===== config.mk =====
export PLATFORM = sky130hd
export DESIGN_NAME = lbtc_core
export DESIGN_NICKNAME = d
export VERILOG_FILES = /design/src/rtl/lbtc_pkg.sv /design/src/rtl/lbtc_blink_timer.sv /design/src/rtl/lbtc_core.sv
export SDC_FILE = /design/constraint.sdc
export NUM_CORES = 1
export LEC_CHECK = 0
export BUFFER_PORTS_ARGS = -buffer_cell sky130_fd_sc_hd__buf_4
export CORE_AREA = 2 2 228 230
export CTS_CLUSTER_SIZE = 14
export DETAILED_ROUTE_END_ITERATION = 8
export DIE_AREA = 0 0 230 232
export PLACE_DENSITY = 0.59
export SYNTH_ARGS = -nofsm -noshare
export SYNTH_HDL_FRONTEND = slang
export SYNTH_SLANG_ARGS = --single-unit

===== constraint.sdc =====
create_clock -name clk_sys_i -period 8.5 [get_ports clk_sys_i]
set_clock_uncertainty 0.1 [all_clocks]
set_input_delay 1.7 -clock clk_sys_i [delete_from_list [all_inputs] [get_ports clk_sys_i]]
set_output_delay 1.7 -clock clk_sys_i [all_outputs]
set_load 0.05 [all_outputs]

===== src/rtl/lbtc_pkg.sv =====
package lbtc_pkg;
    localparam int unsigned CLK_PERIOD_NS   = 100;
    // flash period grows in steps of this, each step has 256 slots
    localparam int unsigned PERIOD_STEP_NS  = 128_000_000;
    localparam int unsigned SLOT_CYC        = PERIOD_STEP_NS / 256 / CLK_PERIOD_NS;
    localparam int unsigned SHDN_TIME_US    = 600;
    localparam int unsigned SHDN_CYC        = SHDN_TIME_US * 1000 / CLK_PERIOD_NS;
    // ramp of 256 level steps; base times per code step and for code 0
    localparam int unsigned RAMP_STEP_NS    = 96_000_000;
    localparam int unsigned RAMP_MIN_NS     = 1_500_000;
    localparam logic [19:0] RAMP_UNIT8_CYC  = 20'(RAMP_STEP_NS / 256 / 8 / CLK_PERIOD_NS);
    localparam logic [19:0] RAMP_MIN_CYC    = 20'(RAMP_MIN_NS / 256 / CLK_PERIOD_NS);

    localparam logic [3:0] ADDR_RST_CTRL    = 4'h0;
    localparam logic [3:0] ADDR_PERIOD      = 4'h1;
    localparam logic [3:0] ADDR_ON_ONE      = 4'h2;
    localparam logic [3:0] ADDR_ON_TWO      = 4'h3;
    localparam logic [3:0] ADDR_CHAN        = 4'h4;
    localparam logic [3:0] ADDR_RAMP        = 4'h5;
    localparam logic [3:0] ADDR_AUTO        = 4'h9;
    localparam logic [3:0] ADDR_STATUS      = 4'hA;

    localparam logic [7:0] RST_VAL          = 8'h00;
    localparam logic [7:0] AUTO_RST_VAL     = 8'h07;
    localparam int unsigned SCALE_LSB       = 5;
    localparam int unsigned LINEAR_BIT      = 7;
    localparam int unsigned ENABLE_BIT      = 6;
    localparam int unsigned AUTO_STARTED_BIT = 7;

    typedef enum logic [1:0] {
        MODE_OFF = 2'b00,
        MODE_ON  = 2'b01,
        MODE_T1  = 2'b10,
        MODE_T2  = 2'b11
    } lbtc_mode_t;

    typedef enum logic [1:0] {
        SCALE_X1   = 2'b00,
        SCALE_X2   = 2'b01,
        SCALE_X4   = 2'b10,
        SCALE_FAST = 2'b11
    } lbtc_scale_t;

    typedef enum logic {
        ST_AWAKE = 1'b0,
        ST_SLEEP = 1'b1
    } lbtc_pwr_t;

    typedef struct packed {
        logic       we;
        logic [3:0] addr;
        logic [7:0] data;
    } lbtc_wr_t;

    typedef struct packed {
        logic [7:0]  lvl;
        logic [19:0] cnt;
    } lbtc_tmr_st_t;
endpackage


===== src/rtl/lbtc_blink_timer.sv =====
module lbtc_blink_timer (
    input  wire logic        clk_sys_i,
    input  wire logic        rst_n_i,
    input  wire logic [7:0]  phase_i,
    input  wire logic [7:0]  on_code_i,
    input  wire logic [19:0] rise_cyc_i,
    input  wire logic [19:0] fall_cyc_i,
    output logic             on_o,
    output logic [7:0]       level_o
);
    lbtc_pkg::lbtc_tmr_st_t st_q;
    lbtc_pkg::lbtc_tmr_st_t st_d;

    assign on_o    = phase_i < on_code_i;
    assign level_o = st_q.lvl;

    always_comb begin
        st_d = st_q;
        if (on_o && st_q.lvl != 8'hFF) begin
            if (st_q.cnt + 20'h00001 >= rise_cyc_i) begin
                st_d.cnt = 20'h00000;
                st_d.lvl = st_q.lvl + 8'h01;
            end else begin
                st_d.cnt = st_q.cnt + 20'h00001;
            end
        // fall then dark to period end
        end else if (!on_o && st_q.lvl != 8'h00) begin
            if (st_q.cnt + 20'h00001 >= fall_cyc_i) begin
                st_d.cnt = 20'h00000;
                st_d.lvl = st_q.lvl - 8'h01;
            end else begin
                st_d.cnt = st_q.cnt + 20'h00001;
            end
        end else begin
            st_d.cnt = 20'h00000;
        end
    end

    always_ff @(posedge clk_sys_i or negedge rst_n_i) begin
        if (!rst_n_i) begin
            st_q <= '0;
        end else begin
            st_q <= st_d;
        end
    end

    rise_only_on_a: assert property (@(posedge clk_sys_i) disable iff (!rst_n_i)
        st_q.lvl > $past(st_q.lvl) |-> $past(on_o))
        else $error("level rose outside on-interval");
    zero_code_dark_a: assert property (@(posedge clk_sys_i) disable iff (!rst_n_i)
        on_code_i == 8'h00 && st_q.lvl == 8'h00 |=> st_q.lvl == 8'h00)
        else $error("code zero gave light");
    full_code_on_a: assert property (@(posedge clk_sys_i) disable iff (!rst_n_i)
        on_code_i == 8'hFF && phase_i == 8'hFE |-> on_o)
        else $error("code 255 not on at slot 254");
    ramp_full_c: cover property (@(posedge clk_sys_i) disable iff (!rst_n_i)
        $rose(st_q.lvl == 8'hFF));
endmodule


===== src/rtl/lbtc_core.sv =====
module lbtc_core #(
    parameter logic [19:0] SLOT_CYC = 20'(lbtc_pkg::SLOT_CYC),
    parameter logic [19:0] SHDN_CYC = 20'(lbtc_pkg::SHDN_CYC)
) (
    input  wire logic               clk_sys_i,
    input  wire logic               rst_b_i,
    input  wire lbtc_pkg::lbtc_wr_t reg_wr_i,
    input  wire logic [3:0]         reg_rd_addr_i,
    input  wire logic               sda_i,
    input  wire logic               shutdown_cond_i,
    output logic [7:0]              reg_rd_data_o,
    output logic [2:0][7:0]         led_level_o,
    output logic                    sleep_o
);
    typedef struct packed {
        logic [7:0]          rst_ctrl;
        logic [7:0]          period;
        logic [7:0]          on_one;
        logic [7:0]          on_two;
        logic [7:0]          chan;
        logic [7:0]          ramp;
        logic [7:0]          auto_ctl;
        logic                sda_s1;
        logic                sda_s2;
        logic                sda_s3;
        logic [19:0]         slot_cnt;
        logic [7:0]          per_cnt;
        logic [7:0]          phase;
        logic [19:0]         shdn_cnt;
        lbtc_pkg::lbtc_pwr_t pwr;
        logic [2:0][7:0]     led;
        logic [7:0]          rdata;
    } lbtc_core_st_t;

    lbtc_core_st_t st_q;
    lbtc_core_st_t st_d;
    logic [1:0]    rst_sync_q;
    logic          rst_n;
    logic [7:0]    period_n;
    logic [19:0]   rise_cyc;
    logic [19:0]   fall_cyc;
    logic [1:0]    t_on;
    logic [1:0][7:0] t_lvl;

    always_ff @(posedge clk_sys_i or negedge rst_b_i) begin
        if (!rst_b_i) begin
            rst_sync_q <= 2'b00;
        end else begin
            rst_sync_q <= {rst_sync_q[0], 1'b1};
        end
    end
    assign rst_n = rst_sync_q[1];

    function automatic logic [19:0] ramp_cyc(input logic [3:0] code, input logic [1:0] scale);
        logic [19:0] mult;
        mult = 20'h00008;
        case (lbtc_pkg::lbtc_scale_t'(scale))
            lbtc_pkg::SCALE_X1:   mult = 20'h00008;
            lbtc_pkg::SCALE_X2:   mult = 20'h00010;
            lbtc_pkg::SCALE_X4:   mult = 20'h00020;
            lbtc_pkg::SCALE_FAST: mult = 20'h00001;
            default:              mult = 20'h00008;
        endcase
        // code zero is the short fixed ramp
        if (code == 4'h0) begin
            return lbtc_pkg::RAMP_MIN_CYC;
        end
        return 20'(20'(code) * lbtc_pkg::RAMP_UNIT8_CYC * mult);
    endfunction

    // s curve: quadratic ease in and out, cheaper than a table
    function automatic logic [7:0] shape(input logic [7:0] lvl, input logic linear);
        logic [15:0] sq;
        logic [7:0]  inv;
        sq  = 16'h0000;
        inv = 8'hFF - lvl;
        if (linear) begin
            return lvl;
        end
        if (!lvl[7]) begin
            sq = 16'(lvl) * 16'(lvl);
            return sq[14:7];
        end
        sq = 16'(inv) * 16'(inv);
        return 8'hFF - sq[14:7];
    endfunction

    // period in 128 ms steps, code 1 jumps to three steps
    assign period_n = (st_q.period[6:0] == 7'h00) ? 8'h01 : 8'(st_q.period[6:0]) + 8'h02;
    // one scale field for both ramps
    assign rise_cyc = ramp_cyc(st_q.ramp[3:0], st_q.rst_ctrl[lbtc_pkg::SCALE_LSB +: 2]);
    assign fall_cyc = ramp_cyc(st_q.ramp[7:4], st_q.rst_ctrl[lbtc_pkg::SCALE_LSB +: 2]);

    // two timers on one shared phase
    lbtc_blink_timer u_timer_one (
        .clk_sys_i  (clk_sys_i),
        .rst_n_i    (rst_n),
        .phase_i    (st_q.phase),
        .on_code_i  (st_q.on_one),
        .rise_cyc_i (rise_cyc),
        .fall_cyc_i (fall_cyc),
        .on_o       (t_on[0]),
        .level_o    (t_lvl[0])
    );
    lbtc_blink_timer u_timer_two (
        .clk_sys_i  (clk_sys_i),
        .rst_n_i    (rst_n),
        .phase_i    (st_q.phase),
        .on_code_i  (st_q.on_two),
        .rise_cyc_i (rise_cyc),
        .fall_cyc_i (fall_cyc),
        .on_o       (t_on[1]),
        .level_o    (t_lvl[1])
    );

    always_comb begin
        lbtc_pkg::lbtc_mode_t mode;
        logic [7:0]           lvl;
        mode = lbtc_pkg::MODE_OFF;
        lvl  = 8'h00;
        st_d = st_q;
        // writes land whatever the enable state
        if (reg_wr_i.we) begin
            case (reg_wr_i.addr)
                lbtc_pkg::ADDR_RST_CTRL: st_d.rst_ctrl = reg_wr_i.data;
                lbtc_pkg::ADDR_PERIOD:   st_d.period   = reg_wr_i.data;
                lbtc_pkg::ADDR_ON_ONE:   st_d.on_one   = reg_wr_i.data;
                lbtc_pkg::ADDR_ON_TWO:   st_d.on_two   = reg_wr_i.data;
                lbtc_pkg::ADDR_CHAN:     st_d.chan     = reg_wr_i.data;
                lbtc_pkg::ADDR_RAMP:     st_d.ramp     = reg_wr_i.data;
                lbtc_pkg::ADDR_AUTO:     st_d.auto_ctl = {1'b0, reg_wr_i.data[6:0]};
                default:                 st_d.rdata    = st_q.rdata;
            endcase
        end
        case (reg_rd_addr_i)
            lbtc_pkg::ADDR_RST_CTRL: st_d.rdata = st_q.rst_ctrl;
            lbtc_pkg::ADDR_PERIOD:   st_d.rdata = st_q.period;
            lbtc_pkg::ADDR_ON_ONE:   st_d.rdata = st_q.on_one;
            lbtc_pkg::ADDR_ON_TWO:   st_d.rdata = st_q.on_two;
            lbtc_pkg::ADDR_CHAN:     st_d.rdata = st_q.chan;
            lbtc_pkg::ADDR_RAMP:     st_d.rdata = st_q.ramp;
            lbtc_pkg::ADDR_AUTO:     st_d.rdata = st_q.auto_ctl;
            lbtc_pkg::ADDR_STATUS:   st_d.rdata = {5'h00, st_q.pwr == lbtc_pkg::ST_SLEEP, t_on};
            default:                 st_d.rdata = 8'h00;
        endcase

        // free-running period, 256 phase steps each period, each step period_n slots long
        if (st_q.slot_cnt + 20'h00001 >= SLOT_CYC) begin
            st_d.slot_cnt = 20'h00000;
            if (st_q.per_cnt + 8'h01 >= period_n) begin
                st_d.per_cnt = 8'h00;
                st_d.phase   = st_q.phase + 8'h01;
            end else begin
                st_d.per_cnt = st_q.per_cnt + 8'h01;
            end
        end else begin
            st_d.slot_cnt = st_q.slot_cnt + 20'h00001;
        end

        st_d.sda_s1 = sda_i;
        st_d.sda_s2 = st_q.sda_s1;
        st_d.sda_s3 = st_q.sda_s2;
        // delay restarts on every SDA fall
        if (st_q.sda_s3 && !st_q.sda_s2) begin
            st_d.shdn_cnt = SHDN_CYC;
        end else if (st_q.shdn_cnt != 20'h00000) begin
            st_d.shdn_cnt = st_q.shdn_cnt - 20'h00001;
        end
        case (st_q.pwr)
            lbtc_pkg::ST_AWAKE: begin
                if (shutdown_cond_i && st_q.shdn_cnt == 20'h00001) begin
                    st_d.pwr = lbtc_pkg::ST_SLEEP;
                end
            end
            lbtc_pkg::ST_SLEEP: begin
                if (!shutdown_cond_i) begin
                    st_d.pwr = lbtc_pkg::ST_AWAKE;
                end
            end
            default: st_d.pwr = lbtc_pkg::ST_AWAKE;
        endcase

        for (int i = 0; i < 3; i++) begin
            mode = lbtc_pkg::lbtc_mode_t'(st_q.chan[2*i +: 2]);
            case (mode)
                lbtc_pkg::MODE_OFF: lvl = 8'h00;
                lbtc_pkg::MODE_ON:  lvl = 8'hFF;
                lbtc_pkg::MODE_T1:  lvl = shape(t_lvl[0], st_q.period[lbtc_pkg::LINEAR_BIT]);
                lbtc_pkg::MODE_T2:  lvl = shape(t_lvl[1], st_q.period[lbtc_pkg::LINEAR_BIT]);
                default:            lvl = 8'h00;
            endcase
            // gate by enable bit and sleep state, EN pin unused
            if (!st_q.chan[lbtc_pkg::ENABLE_BIT] || st_q.pwr == lbtc_pkg::ST_SLEEP) begin
                lvl = 8'h00;
            end
            st_d.led[i] = lvl;
        end
    end

    always_ff @(posedge clk_sys_i or negedge rst_n) begin
        if (!rst_n) begin
            // enable bit and all else cleared, except auto_ctl which loads 8'h07
            st_q          <= '0;
            st_q.auto_ctl <= lbtc_pkg::AUTO_RST_VAL;
        end else begin
            st_q <= st_d;
        end
    end

    assign reg_rd_data_o = st_q.rdata;
    assign led_level_o   = st_q.led;
    assign sleep_o       = st_q.pwr;

    dark_when_off_a: assert property (@(posedge clk_sys_i) disable iff (!rst_n)
        !st_q.chan[lbtc_pkg::ENABLE_BIT] |=> led_level_o == '0)
        else $error("led lit with enable clear");
    enable_reset_a: assert property (@(posedge clk_sys_i)
        $rose(rst_n) |-> !st_q.chan[lbtc_pkg::ENABLE_BIT])
        else $error("enable not clear after reset");
    write_kept_a: assert property (@(posedge clk_sys_i) disable iff (!rst_n)
        reg_wr_i.we && reg_wr_i.addr == lbtc_pkg::ADDR_ON_ONE |=> st_q.on_one == $past(reg_wr_i.data))
        else $error("write not stored");
    mode_on_full_a: assert property (@(posedge clk_sys_i) disable iff (!rst_n)
        st_q.chan[6:0] == 7'h41 && !sleep_o |=> led_level_o[0] == 8'hFF && led_level_o[1] == 8'h00)
        else $error("always-on channel not full");
    // a longer count left from an earlier code drains at the next slot end
    period_bound_a: assert property (@(posedge clk_sys_i) disable iff (!rst_n)
        st_q.period[6:0] == 7'h01 && st_q.per_cnt <= 8'h02 |=> st_q.per_cnt <= 8'h02)
        else $error("period slot count too long");
    shdn_delay_a: assert property (@(posedge clk_sys_i) disable iff (!rst_n)
        $rose(sleep_o) |-> $past(st_q.shdn_cnt) == 20'h00001 && $past(shutdown_cond_i))
        else $error("sleep entered at wrong time");
    scale_fast_a: assert property (@(posedge clk_sys_i) disable iff (!rst_n)
        st_q.rst_ctrl[6:5] == 2'b11 && st_q.ramp == 8'h11 |-> rise_cyc == 20'h001D4 && fall_cyc == 20'h001D4)
        else $error("fast scaling wrong");
    s_curve_low_a: assert property (@(posedge clk_sys_i) disable iff (!rst_n)
        !st_q.period[lbtc_pkg::LINEAR_BIT] && st_q.chan[1:0] == 2'b10 && st_q.chan[lbtc_pkg::ENABLE_BIT] && !sleep_o
        && t_lvl[0] != 8'h00 && !t_lvl[0][7] |=> led_level_o[0] < $past(t_lvl[0]))
        else $error("s curve not below linear in lower half");
    linear_pass_a: assert property (@(posedge clk_sys_i) disable iff (!rst_n)
        st_q.period[7] && st_q.chan[6:0] == 7'h42 && !sleep_o |=> led_level_o[0] == $past(t_lvl[0]))
        else $error("linear ramp altered");
    sleep_c: cover property (@(posedge clk_sys_i) disable iff (!rst_n) $rose(sleep_o));
    t2_lit_c: cover property (@(posedge clk_sys_i) disable iff (!rst_n)
        st_q.chan[5:4] == 2'b11 && led_level_o[2] == 8'hFF);
    phase_wrap_c: cover property (@(posedge clk_sys_i) disable iff (!rst_n)
        st_q.phase == 8'hFF ##1 st_q.phase == 8'h00);
endmodule


# Word-level counts from Yosys, hierarchy flattened
# Cells that the tools add are included.
[totals]
regBits = 205
word_cells = 197
[classes]
multipliers = 8
eq_ne = 30
n_reduce_logical = 38
order_cmp = 8
bitwise_logic = 1
muxes = 73
addsub = 15
[op_table]
columns = ["cell", "count"]
rows = [
  ["$mux W20", 13],
  ["$mux W8", 27],
  ["$pmux W8 S4", 3],
  ["$ge A20 B20 Y1", 4],
  ["$pmux W20 S4", 1],
  ["$pmux W8 S8", 1],
  ["$add A20 B1 Y20 const B", 3],
  ["$mul A8 B8 Y15", 4],
  ["$mux W28", 2],
  ["$mul A11 B20 Y18", 2],
  ["$add A8 B1 Y8 const B", 4],
  ["$sub A8 B8 Y8 const A", 4],
  ["$mux W1", 25],
  ["$mul A4 B7 Y11 const B", 2],
  ["$eq A20 B1 Y1 const B", 1],
  ["$ge A20 B13 Y1 const B", 1],
  ["$reduce_bool A20 Y1", 1],
  ["$sub A20 B1 Y20 const B", 1],
  ["$eq A2 B2 Y1 const B", 8],
  ["$eq A4 B2 Y1 const B", 4],
  ["$eq A4 B3 Y1 const B", 4],
  ["$logic_not A4 Y1", 4],
  ["$lt A8 B8 Y1", 2],
  ["$ne A8 B8 Y1 const B", 2],
  ["other kinds (18)", 50],
]

# Longest topological paths before layout
# Gate-level depths: netlist of the first run.
[logic_depth]
ltp_word = 8
depth_mapped = 35

# Cells and area by module
# From an unflattened synthesis of the first run, not the netlist that was laid out.
[unflattened]
cells_unflattened = 2626
hier_area_um2 = 23465.0
[by_module_without_submodules]
columns = ["module", "n_inst", "cells_per_inst", "area_per_inst_um2"]
rows = [
  ["lbtc_core", 1, 1926, 17769.5],
  ["lbtc_blink_timer", 2, 350, 2847.7],
]

# Worst setup path after synthesis of the first run
# OpenSTA, ideal clock, no wires.
[synth_timing]
kind = "flip-flop to flip-flop"
startpoint = "register st_q[105] in the netlist's numbering"
endpoint = "register u_timer_one.st_q (netlist bit u_timer_one.level_o[6])"
path_buffers = 1
setup_time_ps = 128
synth_period_minus_slack_ps = 7759
t_arrival_ps = 7531
path_stages_with_launch = 34
path_slack_ps = 741
cell_sequence = "dfrtp_1 -> ha_1 -> xor2_1 -> ha_1 -> a21o_1 -> ha_1 -> a21o_1 -> a21oi_1 -> xnor2_1 -> or2_2 -> fa_1 -> inv_1 -> ha_1 -> inv_1 -> fa_1 -> inv_1 -> fa_1 -> ha_1 -> ha_1 -> nor3_1 -> nor2_1 -> a41oi_1 -> xnor2_1 -> nand2_1 -> ha_1 -> a2111o_1 -> a31oi_1 -> o21ai_0 -> a31oi_1 -> o31a_1 -> a311oi_2 -> or2_1 -> buf_2 -> mux2_1"
[synth_between]
elab_chain_cells = 6
[synth_lines]
columns = ["item", "line_no", "source"]
rows = [
  ["from (decl)", "lbtc_core.sv:35", "lbtc_core_st_t st_q;"],
  ["from (signal assigned)", "lbtc_core.sv:206", "st_q <= st_d;"],
  ["$mul A4 B7 Y11 or $logic_not A4 Y1 (tied branches)", "lbtc_core.sv:68, lbtc_core.sv:65", ""],
  ["$mul A11 B20 Y18 or $mux W1 (tied branches)", "lbtc_core.sv:68, lbtc_core.sv:65", ""],
  ["$mux W20 (*)", "lbtc_core.sv:68", "return 20'(20'(code) * lbtc_pkg::RAMP_UNIT8_CYC * mult);"],
  ["$ge A20 B20 Y1 (*)", "lbtc_blink_timer.sv:28", "if (st_q.cnt + 20'h00001 >= fall_cyc_i) begin"],
  ["$reduce_bool A2 Y1 (no line) (*)", "-", ""],
  ["$reduce_and A3 Y1 (no line) (*)", "-", ""],
  ["to (signal assigned)", "lbtc_blink_timer.sv:43", "st_q <= st_d;"],
  ["to (decl)", "lbtc_blink_timer.sv:11", "lbtc_pkg::lbtc_tmr_st_t st_q;"],
]
# Mark *: on every way between the ends. The rest lies on a longest branch, timed or not.
# A chain may end at the register's enable or synchronous reset.

# Final worst setup path of the first run
[layout_timing]
startpoint = "register st_q[107] in the netlist's numbering"
endpoint = "register u_timer_two.st_q (netlist bit u_timer_two.level_o[3])"
[layout_between]
elab_chain_cells = 6
[layout_lines]
columns = ["item", "line_no"]
rows = [
  ["$mul A4 B7 Y11 or $logic_not A4 Y1 (tied branches)", "lbtc_core.sv:68, lbtc_core.sv:65"],
  ["$mul A11 B20 Y18 or $mux W1 (tied branches)", "lbtc_core.sv:68, lbtc_core.sv:65"],
  ["$mux W20 (*)", "lbtc_core.sv:68"],
  ["$ge A20 B20 Y1 (*)", "lbtc_blink_timer.sv:28"],
  ["$reduce_bool A2 Y1 (no line) (*)", "-"],
  ["$reduce_and A3 Y1 (no line) (*)", "-"],
  ["to (signal assigned)", "lbtc_blink_timer.sv:43"],
  ["to (decl)", "lbtc_blink_timer.sv:11"],
]
# Marked as above.

==> reports/qor.yml, run 1 <==
fin_crit_sh: 0.958
worst_slack_ps: 361
synthesis.area_um2: 22600
synth_flop_cell: "dfrtp_1"
synthTopCellsByArea: "dfrtp_1, ha_1, fa_1, inv_1, xnor2_1"
cp.buffers_inverters: 4
drc: 0
synth_seq_area_share: 0.227
drt_wl_total_um: 54100
cp_top_family: "adder cells"
cp.required_ps: 8850
min_period_ps: 8140
slew_headroom: 0.333
cap_violations: 0
critPathKind: "flip-flop to flip-flop"
setup_tns_ps: 0
async_reset_ff_frac: 1.00
die_h_um: 232
synth_area_per_cell_um2: 9.23
layout-drive-gt1-share: 0.0862
drtIter0Drc: 1052
worst_slew_pin_slew_ps: 999
mostFrequentLayoutCells: "ha_1, inv_1, nor2_1"
crit_path_start_kind: "flip-flop"
grt_pass1_wl_um: 90200
drv_slew: 0
fp.dieW_um: 230
fmax_mhz: 123
globalplace.congestion: 0.894
layout_commonest_cell: "ha_1"
ys_types: 91
cts_hold_buffers: 0
crit_top_cell: "ha_1"
track_usage: 0.207
htree_levels: 1
dieArea_um2: 53400
cp_max_fo: 7
place_inst: 3107
end_kind: "flip-flop"
placementRows: 83
grt_antenna_before_repair: 1
hp-class: "flip-flop to flip-flop"
critical_path_arrival_ps: 8490
slowest_stage: "fa_1"
clk_pin_slew_ps: 60
drt-vias-per-instance: 5.42
syn_inst: 2453
clkLatencyLatePin_ps: 540
drt.antenna.violating_nets: 0
cts_buffers: 25
synth_seq_cells: 205
yosys.area.top_type: "dfrtp_1"
outcome: "finished clean"
pin_count: 54
dr.pass1.iters: 5
synth_edf_count: 0
clock_path_buffers: 3
place_ws_ps: 70.9
num_vias: 17100
coreArea_um2: 50900
io_buffers: 53
setup-violations-final: 0
area_growth_pct: 7.89
ys.warnings.count: 0
max_stage_delay_ps: 540
cts_root_buffer: "clkbuf_16"
cts_sinks: 205
finalHoldViolations: 0
fin_nets: 2992
initial_core_util: 0.445
cts_tree: "built"
synth_top_area_share: 0.223
dpl.hpwl_um: 43000
layout.cells.non_filler: 3153
grt_start_max_net_pins: 145
grt_pass1_vias: 17700
grt-ovfl-total: 0
routedWlPerCell_um: 17.2
metrics by stage:
stage / utilization / hold slack (ps) / area, µm²
after detailed placement: 0.463 / 240 / 23500
after CTS: 0.479 / 257 / 24400
final: 0.480 / 254 / 24400
after global placement: 0.463 / 236 / 23500
after floorplan: - / 231 / 22700
after global routing: 0.480 / 267 / 24400
layer usage:
layer,track usage,routed length (µm),share of wire,vias to the layer above
li1,-,-,-,8335
met1,0.293,25700,0.47,8313
met2,0.337,24600,0.45,370
met3,0.0262,2640,0.049,63
met4,0.0494,1260,0.023,0
met5,0,0,0,-
area by class of cell:
class / instances / area [µm²]
inverters: 275 / 1030
multi-input cells: 1876 / 16000
well taps: 680 / 851
clock buffers: 36 / 727
clock inverters: 8 / 103
fillers: 4851 / 26500
diodes: 1 / 2.50
repair buffers: 72 / 553
flip-flops and latches: 205 / 5140
kinds of logic after synthesis:
kind of cell,count (synthesis),synth area share
fa+ha+maj,516,0.330
simple gates,712,0.153
flops,205,0.227
buf+inv,378,0.0691
xor+xnor,173,0.0669
other cells,2,0.000332
compound gates,383,0.112
mux,84,0.0414
sequential cells by signal, summed over array words and instances (netlist names):
register / cells
led_level_o: 24
reg_rd_data_o: 8
rst_sync_q: 2
sleep_o: 1
st_d: 2
st_q: 112
u_timer_one.level_o: 8
u_timer_one.st_q: 20
u_timer_two.level_o: 8
u_timer_two.st_q: 20
final timing paths:
path / start / to / slack, ps / cells past startpoint
min in group asynchronous: rst_sync_q[1]$_DFF_PN0_ / st_q[76]$_DFF_PN0_ / 300 / 0
max in group asynchronous: rst_sync_q[1]$_DFF_PN0_ / u_timer_two.st_q[17]$_DFF_PN0_ / 6690 / 1
hold / removal: rst_sync_q[0]$_DFF_PN0_ / rst_sync_q[1]$_DFF_PN0_ / 250 / 0
setup / recovery: st_q[107]$_DFFE_PN0P_ / u_timer_two.level_o[3]$_DFFE_PN0P_ / 360 / 31
setup reg to reg: st_q[107]$_DFFE_PN0P_ / u_timer_two.level_o[3]$_DFFE_PN0P_ / 360 / 31
hold reg to reg: rst_sync_q[0]$_DFF_PN0_ / rst_sync_q[1]$_DFF_PN0_ / 250 / 0
Yosys cell counts (all sizes together) (4+ instances only):
library cell	n
nor3b	5
xor2	67
or2	15
nand4	22
o21bai	14
o211ai	6
clkbuf	63
o21ai	77
or4	7
fa	136
a211oi	14
a21o	62
a21oi	101
nor2b	37
nor2	206
nand3	61
a311oi	9
inv	274
o22ai	7
nand2	178
a31o	4
dfrtp	202
buf	40
o221ai	4
ha	380
xnor2	106
nor4	16
nand2b	19
and4	5
nor3	44
and2	45
a211o	4
mux2	55
o31ai	4
and3	33
o311a	4
or3	10
mux2i	27
o21a	9
a31oi	18
repair_timing:
action,CTS,global route
setup buffers,0,1
endpoints found under the setup margin,0,52
resized for setup,0,14
Power of run 1 is left out: the tool's default activity adds up to more than one toggle a clock period on the data nets, which glitch-free logic cannot reach.
==> inputs of run 2 (changes only) <==
==> constraint.sdc (replaced) <==
create_clock -name clk_sys_i -period 7.6 [get_ports clk_sys_i]
set_clock_uncertainty 0.1 [all_clocks]
set_input_delay 1.52 -clock clk_sys_i [delete_from_list [all_inputs] [get_ports clk_sys_i]]
set_output_delay 1.52 -clock clk_sys_i [all_outputs]
set_load 0.05 [all_outputs]
==> run 2 against run 1 <==
Global-route usage up 0.65 points. Non-clock buffer count rose by 79. Wire length grew 3.5%. Sequential share of layout area decreased by 1.0 points. Design area is 5.2% higher. Hold slack got worse by 2.1 ps. Maximum frequency rose by 8.9%. Critical path type unchanged. Largest cell class unchanged.
==> reports/qor.yml, run 2 (synthesis gave the netlist of run 1 again) <==
outcome: "finished clean"  # unchanged
cts_buffers: 25  # unchanged
cp.required_ps: 7950  # was 8850 ps
setup_tns_ps: 0  # unchanged
top_layer: "met4"  # unchanged
largest_register: "st_q"  # unchanged
coreArea_um2: 50900  # unchanged
setup-violations-final: 0  # unchanged
track_usage: 0.214  # was 0.207
critPathKind: "flip-flop to flip-flop"  # unchanged
crit_top_cell: "ha_4"  # was ha_1
drtIter0Drc: 1031  # was 1052
slowest_stage: "fa_1"  # unchanged
grt_pass1_wl_um: 92500  # was 90200 µm
crit_path_start_kind: "flip-flop"  # unchanged
fin_nets: 3071  # was 2992
drt_wl_total_um: 56000  # was 54100 µm
wl_met3_um: 2400  # was 2640 µm
worst_slew_pin_slew_ps: 1150  # was 999 ps
largest_reg_flops: 112  # unchanged
routedWlPerCell_um: 17.3  # was 17.2 µm
fmax_mhz: 134  # was 123 MHz
die_h_um: 232  # unchanged
mostFrequentLayoutCells: "ha_1, inv_1, nor2_1"  # unchanged
clkLatencyLatePin_ps: 570  # was 540 ps
layout_commonest_cell: "ha_1"  # unchanged
cap_violations: 0  # unchanged
num_vias: 17600  # was 17100
drv_slew: 0  # unchanged
clock_path_buffers: 3  # unchanged
dieArea_um2: 53400  # unchanged
cts_sinks: 205  # unchanged
cp_max_fo: 5  # was 7
critical_path_arrival_ps: 7830  # was 8490 ps
globalplace.congestion: 0.880  # was 0.894
placementRows: 83  # unchanged
initial_core_util: 0.445  # unchanged
max_stage_delay_ps: 550  # was 540 ps
hp-class: "flip-flop to flip-flop"  # unchanged
min_period_ps: 7470  # was 8140 ps
fin_crit_sh: 0.984  # was 0.958
met1_length_um: 26000  # was 25700 µm
pin_count: 54  # unchanged
htree_levels: 1  # unchanged
end_kind: "flip-flop"  # unchanged
area_growth_pct: 13.5  # was 7.89%
layout-drive-gt1-share: 0.144  # was 0.0862
cts_root_buffer: "clkbuf_16"  # unchanged
slew_headroom: 0.229  # was 0.333
grt_antenna_before_repair: 1  # unchanged
dpl.hpwl_um: 44400  # was 43000 µm
drc: 0  # unchanged
cts_tree: "built"  # unchanged
drt.antenna.violating_nets: 0  # unchanged
finalHoldViolations: 0  # unchanged
cts_hold_buffers: 0  # unchanged
io_buffers: 53  # unchanged
grt-ovfl-total: 0  # unchanged
rsz0062_at_grt: "yes"
clk_pin_slew_ps: 60  # about the same
drt-vias-per-instance: 5.44  # was 5.42
fp.dieW_um: 230  # unchanged
grt_pass1_vias: 18100  # was 17700
met2WireLength_um: 26400  # was 24600 µm
dr.pass1.iters: 7  # was 5
grt_start_max_net_pins: 76  # was 145
[run 2: layout make-up]
cell class	count	area [µm²]
fillers	4747	25200
flip-flops and latches	205	5140
clock buffers	32	682
well taps	680	851
repair buffers	151	1180
clock inverters	14	228
inverters	275	1030
multi-input cells	1876	16600
diodes	2	5.00
[run 2: what timing repair did]
item,4_1_cts,5_1_grt
setup buffers,2,7
pin swaps,15,52
cloned,0,0
setup endpoints to repair,37,56
resized for setup,19,79
[run 2: path summary, 6_finish.rpt]
| check | start | to | slack (ps) | cells after the start |
|---|---|---|---|---|
| setup reg to reg | st_q[105]$_DFFE_PN0P_ | u_timer_one.level_o[6]$_DFFE_PN0P_ | 130 | 33 |
| setup / recovery | st_q[105]$_DFFE_PN0P_ | u_timer_one.level_o[6]$_DFFE_PN0P_ | 130 | 33 |
| hold / removal | rst_sync_q[0]$_DFF_PN0_ | rst_sync_q[1]$_DFF_PN0_ | 250 | 0 |
| max in group asynchronous | rst_sync_q[1]$_DFF_PN0_ | u_timer_one.st_q[18]$_DFF_PN0_ | 5480 | 1 |
| min in group asynchronous | rst_sync_q[1]$_DFF_PN0_ | st_q[115]$_DFFE_PN0P_ | 380 | 0 |
| hold reg to reg | rst_sync_q[0]$_DFF_PN0_ | rst_sync_q[1]$_DFF_PN0_ | 250 | 0 |
[run 2: critical path, delay by kind of cell, from the launching register on]
kind / cells / cell delay, ps
xor gates and xnor gates: 3 / 370
AOI/OAI and AO/OA: 11 / 1970
muxes: 1 / 300
DFF: 1 / 470
buffers and inverters: 5 / 390
adders and majority gates: 10 / 3100
and+or+nand+nor: 3 / 650
[run 2: routing by layer]
metal	vias to the layer above	global-route usage
li1	8496	-
met1	8690	0.291
met2	330	0.363
met3	72	0.0242
met4	0	0.0508
met5	-	0
[run 2: stage by stage]
stage	utilization	worst slack, ps	instance area (µm²)	cells	hold slack, ps
2_1_floorplan	-	35.4	22700	2459	231
3_3_place_gp	0.474	-143	24100	3178	240
3_5_place_dp	0.474	-257	24100	3178	240
4_1_cts	0.494	1.85	25200	3226	258
5_1_grt	0.505	-228	25700	3234	257
6_report	0.505	125	25700	3235	252
Power of run 2 is left out for the same reason.
